$ cat src/verilog/sgc_defs.svh
// Summary of operation
// - Back pressure bit set applies half-duplex back pressure on the port four MAC interface.
// - Duplex bit set gives half duplex on port four, clear gives full duplex.
// - Flow control bit set enables full-duplex flow control on port four.
// - Speed bit set selects 10 Mbps on port four, clear selects 100 Mbps.
// - Duplex, flow control and speed reset values come from their strap pins.
// - Null VLAN replacement bit set substitutes the port VLAN identifier for a null one.
// - Storm threshold is 11 bits: three high bits in one register, eight in the next.
// - Storm interval is 50 ms at 100 Mbps and 500 ms at 10 Mbps.
// - Storm threshold resets to high bits 000 and low byte 0x4A.
// - Port three reduced interface edge bit set samples on the falling edge; reset 0.
// - Port four reduced interface edge bit set samples on the falling edge; reset 0.
// - LED mode bit resets from its strap; mode 0 or mode 1 indicator meanings.
// - Management read sampling edge bit, reset 0, 1 selects the fast-SPI edge.
`ifndef SGC_DEFS_SVH
`define SGC_DEFS_SVH
`define SGC_ADDR_P4 8'h06
`define SGC_ADDR_STORM_LO 8'h07
`define SGC_ADDR_FT_A 8'h08
`define SGC_ADDR_FT_B 8'h09
`define SGC_ADDR_FT_C 8'h0A
`define SGC_ADDR_EDGE 8'h0B
`define SGC_RST_STORM_HI 3'h0
`define SGC_RST_STORM_LO 8'h4A
`define SGC_RST_FT_A 8'h00
`define SGC_RST_FT_B 8'h4C
`define SGC_RST_FT_C 8'h00
`define SGC_BIT_BP 7
`define SGC_BIT_HALF 6
`define SGC_BIT_FC 5
`define SGC_BIT_SPD 4
`define SGC_BIT_NULLVID 3
`define SGC_BIT_E3 7
`define SGC_BIT_E4 6
`define SGC_BIT_PSAVE 3
`define SGC_BIT_LED 1
`define SGC_BIT_RDEDGE 0
`define SGC_STORM_HI_MSB 2
`define SGC_EDGE_WMASK 8'hCB
`define SGC_CYC_PER_MS (`SGC_CLK_HZ / 1000)
`define SGC_CLK_HZ 25000000
`define SGC_INT_FAST_MS 50
`define SGC_INT_SLOW_MS 500
`endif

$ cat src/verilog/sgc_pkg.sv
package sgc_pkg;
  typedef struct packed {
    logic [7:0] addr;
    logic [7:0] wdata;
    logic wr;
  } sgc_req_t;
  typedef struct packed {
    logic back_pressure;
    logic half_duplex;
    logic flow_control;
    logic speed_10;
    logic null_vid_replace;
    logic [10:0] storm_threshold;
    logic port3_neg_edge;
    logic port4_neg_edge;
    logic phy_power_save;
    logic led_mode;
    logic read_alt_edge;
  } sgc_cfg_t;
endpackage

$ cat src/verilog/sgc_interval.sv
`timescale 1ns/100ps
`default_nettype none
`include "sgc_defs.svh"
module sgc_interval #(
  parameter int FAST_CYCLES = `SGC_CYC_PER_MS * `SGC_INT_FAST_MS,
  parameter int SLOW_CYCLES = `SGC_CYC_PER_MS * `SGC_INT_SLOW_MS
) (
  input wire logic clock,
  input wire logic rstn,
  input wire logic speed_10,
  output logic tick
);
  logic [31:0] cnt_ff;
  logic [31:0] nxt_cnt;
  wire [31:0] limit = speed_10 ? SLOW_CYCLES - 1 : FAST_CYCLES - 1;
  wire wrap = cnt_ff >= limit;
  assign nxt_cnt = wrap ? 32'h0 : cnt_ff + 32'h1;
  always_ff @(posedge clock) begin
    if (!rstn) begin
      cnt_ff <= 32'h0;
      tick <= 1'h0;
    end else begin
      cnt_ff <= nxt_cnt;
      tick <= wrap;
    end
  end
endmodule
`default_nettype wire

$ cat src/verilog/sgc_regs.sv
`timescale 1ns/100ps
`default_nettype none
`include "sgc_defs.svh"
module sgc_regs #(
  parameter int FAST_CYCLES = `SGC_CYC_PER_MS * `SGC_INT_FAST_MS,
  parameter int SLOW_CYCLES = `SGC_CYC_PER_MS * `SGC_INT_SLOW_MS
) (
  input wire logic clock,
  input wire logic rstn,
  input wire sgc_pkg::sgc_req_t req,
  input wire logic duplex_strap_pin,
  input wire logic flow_control_strap_pin,
  input wire logic speed_strap_pin,
  input wire logic led_mode_strap_pin,
  output logic [7:0] rdata,
  output sgc_pkg::sgc_cfg_t cfg,
  output logic storm_interval_tick
);
  import sgc_pkg::*;

  // ----------------------------------------
  // Storage
  // ----------------------------------------
  logic [7:0] p4_ff;
  logic [7:0] lo_ff;
  logic [7:0] edge_ff;
  logic strap_done_ff;

  wire wr_p4 = req.wr && (req.addr == `SGC_ADDR_P4);
  wire wr_lo = req.wr && (req.addr == `SGC_ADDR_STORM_LO);
  wire wr_edge = req.wr && (req.addr == `SGC_ADDR_EDGE);

  // Writable bits of the edge register; reserved bits 5,4,2 stay zero
  wire [7:0] edge_mask = `SGC_EDGE_WMASK;

  // ----------------------------------------
  // Register update
  // ----------------------------------------
  // Straps are caught on the first edge after release, while the pins
  // still hold their strap levels; a write in that cycle is dropped.
  always_ff @(posedge clock) begin
    if (!rstn) begin
      p4_ff <= {5'h00, `SGC_RST_STORM_HI};
      lo_ff <= `SGC_RST_STORM_LO;
      edge_ff <= 8'h00;
      strap_done_ff <= 1'h0;
    end else if (!strap_done_ff) begin
      strap_done_ff <= 1'h1;
      p4_ff[`SGC_BIT_HALF] <= duplex_strap_pin;
      p4_ff[`SGC_BIT_FC] <= flow_control_strap_pin;
      p4_ff[`SGC_BIT_SPD] <= speed_strap_pin;
      edge_ff[`SGC_BIT_LED] <= led_mode_strap_pin;
    end else begin
      if (wr_p4) p4_ff <= req.wdata;
      if (wr_lo) lo_ff <= req.wdata;
      if (wr_edge) edge_ff <= req.wdata & edge_mask;
    end
  end

  // ----------------------------------------
  // Read mux
  // ----------------------------------------
  // factory defaults on read
  always_ff @(posedge clock) begin
    if (!rstn) begin
      rdata <= 8'h00;
    end else begin
      unique case (req.addr)
        `SGC_ADDR_P4: rdata <= p4_ff;
        `SGC_ADDR_STORM_LO: rdata <= lo_ff;
        `SGC_ADDR_FT_A: rdata <= `SGC_RST_FT_A;
        `SGC_ADDR_FT_B: rdata <= `SGC_RST_FT_B;
        `SGC_ADDR_FT_C: rdata <= `SGC_RST_FT_C;
        `SGC_ADDR_EDGE: rdata <= edge_ff;
        default: rdata <= 8'h00;
      endcase
    end
  end

  // ----------------------------------------
  // Configuration outputs
  // ----------------------------------------
  // back pressure
  assign cfg.back_pressure = p4_ff[`SGC_BIT_BP];
  assign cfg.half_duplex = p4_ff[`SGC_BIT_HALF];
  assign cfg.flow_control = p4_ff[`SGC_BIT_FC];
  assign cfg.speed_10 = p4_ff[`SGC_BIT_SPD];
  assign cfg.null_vid_replace = p4_ff[`SGC_BIT_NULLVID];
  assign cfg.storm_threshold = {p4_ff[`SGC_STORM_HI_MSB:0], lo_ff};
  assign cfg.port3_neg_edge = edge_ff[`SGC_BIT_E3];
  assign cfg.port4_neg_edge = edge_ff[`SGC_BIT_E4];
  assign cfg.phy_power_save = edge_ff[`SGC_BIT_PSAVE];
  assign cfg.led_mode = edge_ff[`SGC_BIT_LED];
  assign cfg.read_alt_edge = edge_ff[`SGC_BIT_RDEDGE];

  sgc_interval #(
    .FAST_CYCLES(FAST_CYCLES),
    .SLOW_CYCLES(SLOW_CYCLES)
  ) u_interval (
    .clock(clock),
    .rstn(rstn),
    .speed_10(p4_ff[`SGC_BIT_SPD]),
    .tick(storm_interval_tick)
  );
endmodule
`default_nettype wire

$ cat config.mk
export PLATFORM = sky130hd
export DESIGN_NAME = sgc_regs
export DESIGN_NICKNAME = d
export VERILOG_FILES = /design/src/verilog/sgc_pkg.sv /design/src/verilog/sgc_interval.sv /design/src/verilog/sgc_regs.sv
export VERILOG_INCLUDE_DIRS = /design/src /design/src/verilog
export SDC_FILE = /design/constraint.sdc
export NUM_CORES = 1
export LEC_CHECK = 0
export BUFFER_PORTS_ARGS = -buffer_cell sky130_fd_sc_hd__buf_2
export CAP_MARGIN = 5
export CORE_MARGIN = 2
export CORE_UTILIZATION = 47
export CTS_BUF_LIST = sky130_fd_sc_hd__clkbuf_16
export CTS_CLUSTER_DIAMETER = 100
export DETAILED_ROUTE_END_ITERATION = 10
export GPL_ROUTABILITY_DRIVEN = 0
export MAX_ROUTING_LAYER = met4
export PLACE_DENSITY_LB_ADDON = 0.1
export REMOVE_ABC_BUFFERS = 1
export SETUP_SLACK_MARGIN = 0.05
export SLEW_MARGIN = 20
export SYNTH_ARGS = -nofsm -noshare
export SYNTH_HDL_FRONTEND = slang
export SYNTH_HIERARCHICAL = 1
export SYNTH_SLANG_ARGS = --single-unit
$ cat constraint.sdc
create_clock -name clock -period 2.3 [get_ports clock]
set_clock_uncertainty 0.2 [all_clocks]
set_input_delay 0.46 -clock clock [delete_from_list [all_inputs] [get_ports clock]]
set_output_delay 0.46 -clock clock [all_outputs]
set_load 0.02 [all_outputs]
==> metrics.md, run 1 <==
| Metric | Value |
|---|---|
| Period Utilization, post-route | `96.2%` |
| CTS Sinks | `63` |
| Synth async-reset ratio | `0%` |
| Hold Crit Class | `in2reg` |
| End of the critical path | `u_interval/cnt_ff[6]` |
| Pwr Density | `686 nW/um2` |
| RSZ-0062 raised after global routing | `true` |
| Root buffer cell | `clkbuf_16` |
| I/O Buffers | `52` |
| Hold slack | `0.176 ns` |
| Row count | `29` |
| R2R Path End | `u_interval/cnt_ff[6]` |
| Number of global-route vias before repair | `2394` |
| CTS max path bufs | `2` |
| Setup WS post-layout | `0.0882 ns` |
| Hold Startpoint | `req[4]` |
| Post-synthesis cell count | `290` |
| FF-to-FF Start | `p4_ff[4]` |
| Synth Area per Inst | `10.5 um2` |
| Largest net degree at the start of global routing | `26` |
| Place WS | `-0.0566 ns` |
| CTS tree | `built` |
| Initial antenna violation count | `0` |
| Worst r2r path cells | `8` |
| Diode count | `0` |
| Die Y | `84.6 um` |
| CTS H-Tree Depth | `3` |
| Via Count | `2433` |
| R2R setup slack | `0.09 ns` |
| Setup bufs post-CTS | `0` |
| Count of different cell masters after synthesis | `49` |
| Clock transition at path regs | `0.06 ns` |
| # IOs | `53` |
| Iteration count of the initial detailed-routing pass | `4` |
| Main area contributors after synthesis | `dfxtp_1, mux2i_1, nor3_2, ha_1, nor2b_1` |
| Most frequent cells after synthesis | `dfxtp_1, mux2i_1, nor3_2` |
| Final setup fails | `0` |
| Finished Layout Cells | `449` |
| Dpl cells | `433` |
| Layout area overhead | `28.9%` |
| Most frequent cell after synthesis | `dfxtp_1` |
| Maximum fanout along the worst path | `7` |
| Status | `finished, final reports clean` |
| Total die area | `7150 um2` |
| Post-DP HPWL | `4970 um` |
| 1st-iter DRT viols | `94` |
| Post-synth EDFFs | `0` |
| Leakage power | `1.63 nW` |
| Initial Util | `48.3%` |
| Total CTS buffers | `9` |
| CP endpoint kind | `register` |
| Yosys reg bits | `63` |
| First-pass GRT wire length | `11400 um` |
| Top-area cell type share of the netlist area | `41.3%` |
| Crit path kind | `reg2reg` |
| Fin. max-slew vios | `0` |
| Crit path launch | `p4_ff[4]` |
| Min Tclk post-route | `2.21 ns` |
| Ys flop type | `dfxtp_1` |
| Critical Path Start Type | `register` |
| Worst Path Required | `2.31 ns` |
| CP arrival | `2.22 ns` |
| Cts hold-fix bufs | `0` |
| Post-synthesis sequential area ratio | `41.3%` |
| Share of cells above drive strength 1 | `35.5%` |
| Via-to-Cell Ratio | `5.42` |
| Fin. Hold Viols | `0` |
| Synth area leader | `dfxtp_1` |
| Total core area | `6310 um2` |
| WL per Instance | `15.3 um` |
| Residual DRC count | `0` |
| Final core utilization | `62.3%` |
| Total gr overflow | `0` |
| Clk_lat worst skew | `0.33 ns` |
| Global Route Usage Sum | `20.6%` |
| Worst vdd ir | `0.474 mV` |
| Yosys warning count | `6` |
| Post-route ant nets | `0` |
| Chip Width | `84.6 um` |
| Post-Syn Area | `3050 um2` |
| Max-cap violations | `0` |
| Final wirelength | `6880 um` |
| Fmax | `452 MHz` |
| Filler instances | `542` |
| Final nets | `404` |
-- layout make-up --
| type | count | area, um2 | share of cell area [%] |
|---|---|---|---|
| tap | 77 | 96.3 | 2.45 |
| inverter | 5 | 26.3 | 0.668 |
| clock buffer | 9 | 225 | 5.73 |
| sequential | 63 | 1260 | 32.2 |
| multi-input combinational | 219 | 1820 | 46.2 |
| timing repair buffer | 69 | 407 | 10.3 |
| clock inverter | 7 | 96.3 | 2.45 |
-- what timing repair did --
action,4_1_cts,5_1_grt
pin swaps,0,6
endpoints found under the hold margin,0,0
setup endpoints to repair,25,24
gates resized for setup,7,15
-- stage by stage --
step | TNS (ns) | total power, W | cell area, um2
after floorplan | -9.74 | 0.00119 | 3010
after global placement | -0.243 | 0.00126 | 3500
after detailed placement | -1.10 | 0.00126 | 3500
after CTS | 0 | 0.00271 | 3850
after global routing | -0.151 | 0.00277 | 3930
final | 0 | 0.00270 | 3930
-- registers in the layout, summed over array words and instances, names as in the netlist --
name,count
rdata,8
edge_ff,5
u_interval/cnt_ff,32
p4_ff,8
lo_ff,8
u_interval/tick,1
strap_done_ff,1
-- metal layers --
layer  global-route usage, %  wire [um]
met1                    26.8       3230
met2                    31.4       3220
met3                    3.93        283
met4                    8.51        145
met5                       -          0
-- worst max-delay path, cell delays in order, from the launching register on --
cell	delay (ns)
dfxtp_4	0.37
buf_6	0.15
ha_4	0.27
nand4b_1	0.16
nor4_2	0.31
nor3_2	0.11
o221ai_4	0.27
buf_6	0.19
nor3_2	0.05
-- layout by cell type (no fill, tap or decap), types with 3 or more instances in the layout --
| cell type | instances |
|---|---|
| nor2_1 | 15 |
| o21ai_0 | 3 |
| nand4b_1 | 5 |
| nor3_1 | 5 |
| buf_6 | 5 |
| nand3_1 | 6 |
| mux2i_1 | 21 |
| a22oi_1 | 5 |
| nor4_4 | 3 |
| inv_1 | 4 |
| clkbuf_16 | 9 |
| nand2_1 | 15 |
| xnor2_1 | 10 |
| a222oi_1 | 3 |
| nor2b_1 | 19 |
| dfxtp_1 | 62 |
| ha_4 | 4 |
| conb_1 | 7 |
| buf_4 | 12 |
| and3_1 | 8 |
| ha_1 | 10 |
| buf_2 | 52 |
| nand4_1 | 8 |
| nor3_2 | 22 |
| xor2_1 | 13 |
-- report_power, final --
group	switching, W	internal (W)
logic	0.0000772	0.0000558
registers	0.00000735	0.00110
clock network	0.000503	0.000949
total	0.000587	0.00211
-- cells by family (layout without fill, tap and decap cells) --
group	Yosys count	in the layout	synth area share (%)
fa+ha+maj	14	14	5.74
other cells	1	7	0.123
compound gates	26	26	7.63
xor+xnor	23	23	6.60
flops	63	63	41.3
buf+inv	14	90	2.54
simple gates	127	127	28.8
mux	22	22	7.26
-- how the worst min path moves through the flow --
| stage | endpoint | slack, ns | depth (start not counted) |
|---|---|---|---|
| finish | lo_ff[3] | 0.18 | 3 |
| CTS | lo_ff[3] | 0.18 | 3 |
| global placement | lo_ff[3] | 0.28 | 2 |
| detailed placement | u_interval/cnt_ff[0] | 0.30 | 1 |
| floorplan | u_interval/cnt_ff[0] | 0.28 | 1 |
| global route | lo_ff[3] | 0.20 | 3 |
No activity file was read; power rests on OpenSTA's default activity.
==> run 2: changes to the inputs <==
RECOVER_POWER = 50   (was not set)
==> run 2 against run 1 <==
  * Power fell by 0.11%
  * Combinational power about the same
  * Routed wire length up 0.10%
  * Worst hold slack got worse by 0.0024 ns
  * Final area down 1.2%
  * Non-clock buffer count stayed put
  * Critical path depth unchanged
  * Critical path type unchanged
  * Critical endpoint unchanged
==> metrics.md, run 2 (synthesis results as in run 1) <==
| Metric | Value |
|---|---|
| Die Y | `84.6 um` |
| Maximum fanout along the worst path | `7` |
| Global Route Usage Sum | `20.6%` |
| CP arrival | `2.22 ns` |
| Setup WS post-layout | `0.0895 ns` |
| Filler instances | `559` |
| Combinational Power Share | `4.8%` |
| Max-cap violations | `0` |
| Fin. Hold Viols | `0` |
| Row count | `29` |
| Chip Width | `84.6 um` |
| CTS tree | `built` |
| Largest register FFs | `32` |
| Place WS | `-0.0566 ns` |
| Residual DRC count | `0` |
| Fmax | `452 MHz` |
| Total gr overflow | `0` |
| Initial Util | `48.3%` |
| Total core area | `6310 um2` |
| 1st-iter DRT viols | `118` |
| Final wirelength | `6890 um` |
| Via-to-Cell Ratio | `5.49` |
| WL per Instance | `15.3 um` |
| Worst path max stage delay | `0.37 ns` |
| Post-DP HPWL | `4970 um` |
| CTS H-Tree Depth | `3` |
| Final nets | `404` |
| Layout area overhead | `27.3%` |
| Final setup fails | `0` |
| Worst vdd ir | `0.473 mV` |
| I/O Buffers | `52` |
| Total CTS buffers | `9` |
| Switching Fraction | `21.8%` |
| Clock power share | `53.9%` |
| Worst Path Required | `2.31 ns` |
| First-pass GRT wire length | `11400 um` |
| Root buffer cell | `clkbuf_16` |
| RSZ-0062 raised after global routing | `true` |
| Hold Crit Class | `in2reg` |
| Net Sw Power | `0.000587 W` |
| # IOs | `53` |
| Hold slack | `0.173 ns` |
| Total die area | `7150 um2` |
| Via Count | `2466` |
| Largest net degree at the start of global routing | `26` |
| CP endpoint kind | `register` |
| Fin. max-slew vios | `0` |
| Iteration count of the initial detailed-routing pass | `5` |
| Cts hold-fix bufs | `0` |
| Clock transition at path regs | `0.06 ns` |
| Critical Path Start Type | `register` |
| Largest Register | `u_interval/cnt_ff` |
| Leakage power | `1.50 nW` |
| Crit path kind | `reg2reg` |
| Sequential Power Share | `41.3%` |
| Post-route ant nets | `0` |
| Final core utilization | `61.5%` |
| Status | `finished, final reports clean` |
| CTS Sinks | `63` |
| Worst Path Buf+Inv | `2` |
| Most common cell after layout, fill and taps aside | `dfxtp_1` |
| Clk_lat worst skew | `0.33 ns` |
| Slew headroom | `41.1%` |
| Diode count | `0` |
| Number of global-route vias before repair | `2394` |
| Crit-path cells | `buf_6 -> ha_4 -> nand4b_1 -> nor4_2 -> nor3_2 -> o221ai_4 -> buf_6 -> nor3_2` |
| Slowest cell on the critical path | `dfxtp_4` |
| Initial antenna violation count | `0` |
| CTS max path bufs | `2` |
| Pwr Density | `693 nW/um2` |
| Share of cells above drive strength 1 | `26.6%` |
| Worst slew pin tran | `0.883 ns` |
| Int Pwr | `0.00211 W` |
| Period Utilization, post-route | `96.1%` |
| Most frequent cells in the layout | `dfxtp_1, clkbuf_1, buf_2, nor3_2, mux2i_1` |
| Family with the most delay on the worst path | `simple AND/OR/NAND/NOR gates` |
| Min Tclk post-route | `2.21 ns` |
[run 2: cell count changes in the layout (fill, tap and decap cells not counted), sizes merged]
cell    before  now
clkbuf       9   41
buf         69   37
[run 2: power by group through the flow]
stage | logic [W] | registers, W | clock network [W]
after floorplan | 0.0000541 | 0.00114 | 0
after global placement | 0.000124 | 0.00113 | 0
after detailed placement | 0.000126 | 0.00113 | 0
after CTS | 0.000128 | 0.00111 | 0.00147
after global routing | 0.000143 | 0.00111 | 0.00151
final | 0.000130 | 0.00111 | 0.00145
[run 2: worst paths after layout]
check	depth (start not counted)	from	slack [ns]	end
min reg2reg	2	lo_ff[7]	0.30	rdata[7]
max reg2reg	8	p4_ff[4]	0.09	u_interval/cnt_ff[6]
min	3	req[4]	0.17	lo_ff[3]
max	8	p4_ff[4]	0.09	u_interval/cnt_ff[6]
[run 2: layout make-up]
class                      instances  area [um2]  area share (%)
tap                               77        96.3            2.48
timing repair buffer              69         362            9.31
multi-input combinational        219        1810            46.7
clock buffer                       9         225            5.80
clock inverter                     7        96.3            2.48
inverter                           5        26.3           0.677
sequential                        63        1260            32.6
[run 2: per-layer routing]
metal	track usage, %	vias to the layer above	part of all wire (%)
li1	-	1213	-
met1	26.8	1182	47
met2	31.4	55	47
met3	3.93	16	4.2
met4	8.51	0	2.3
met5	-	-	0
[run 2: timing repair]
action	4_1_cts	5_1_grt
cloned	0	0
setup endpoints to repair	25	24
resized for setup	7	15
buffers inserted	0	0
pin swaps	0	6
[run 2: per-stage QoR]
step	instance area (um2)	instances	setup TNS, ns	total power, W
after floorplan	3010	287	-9.74	0.00119
after global placement	3500	433	-0.243	0.00126
after detailed placement	3500	433	-1.10	0.00126
after CTS	3850	449	0	0.00271
after global routing	3880	449	-0.151	0.00276
final	3880	449	0	0.00269
[run 2: worst reg2reg max path, cell delays in order (launching register included)]
cell	delay [ns]
dfxtp_4	0.37
buf_6	0.15
ha_4	0.27
nand4b_1	0.16
nor4_2	0.31
nor3_2	0.11
o221ai_4	0.27
buf_6	0.19
nor3_2	0.05
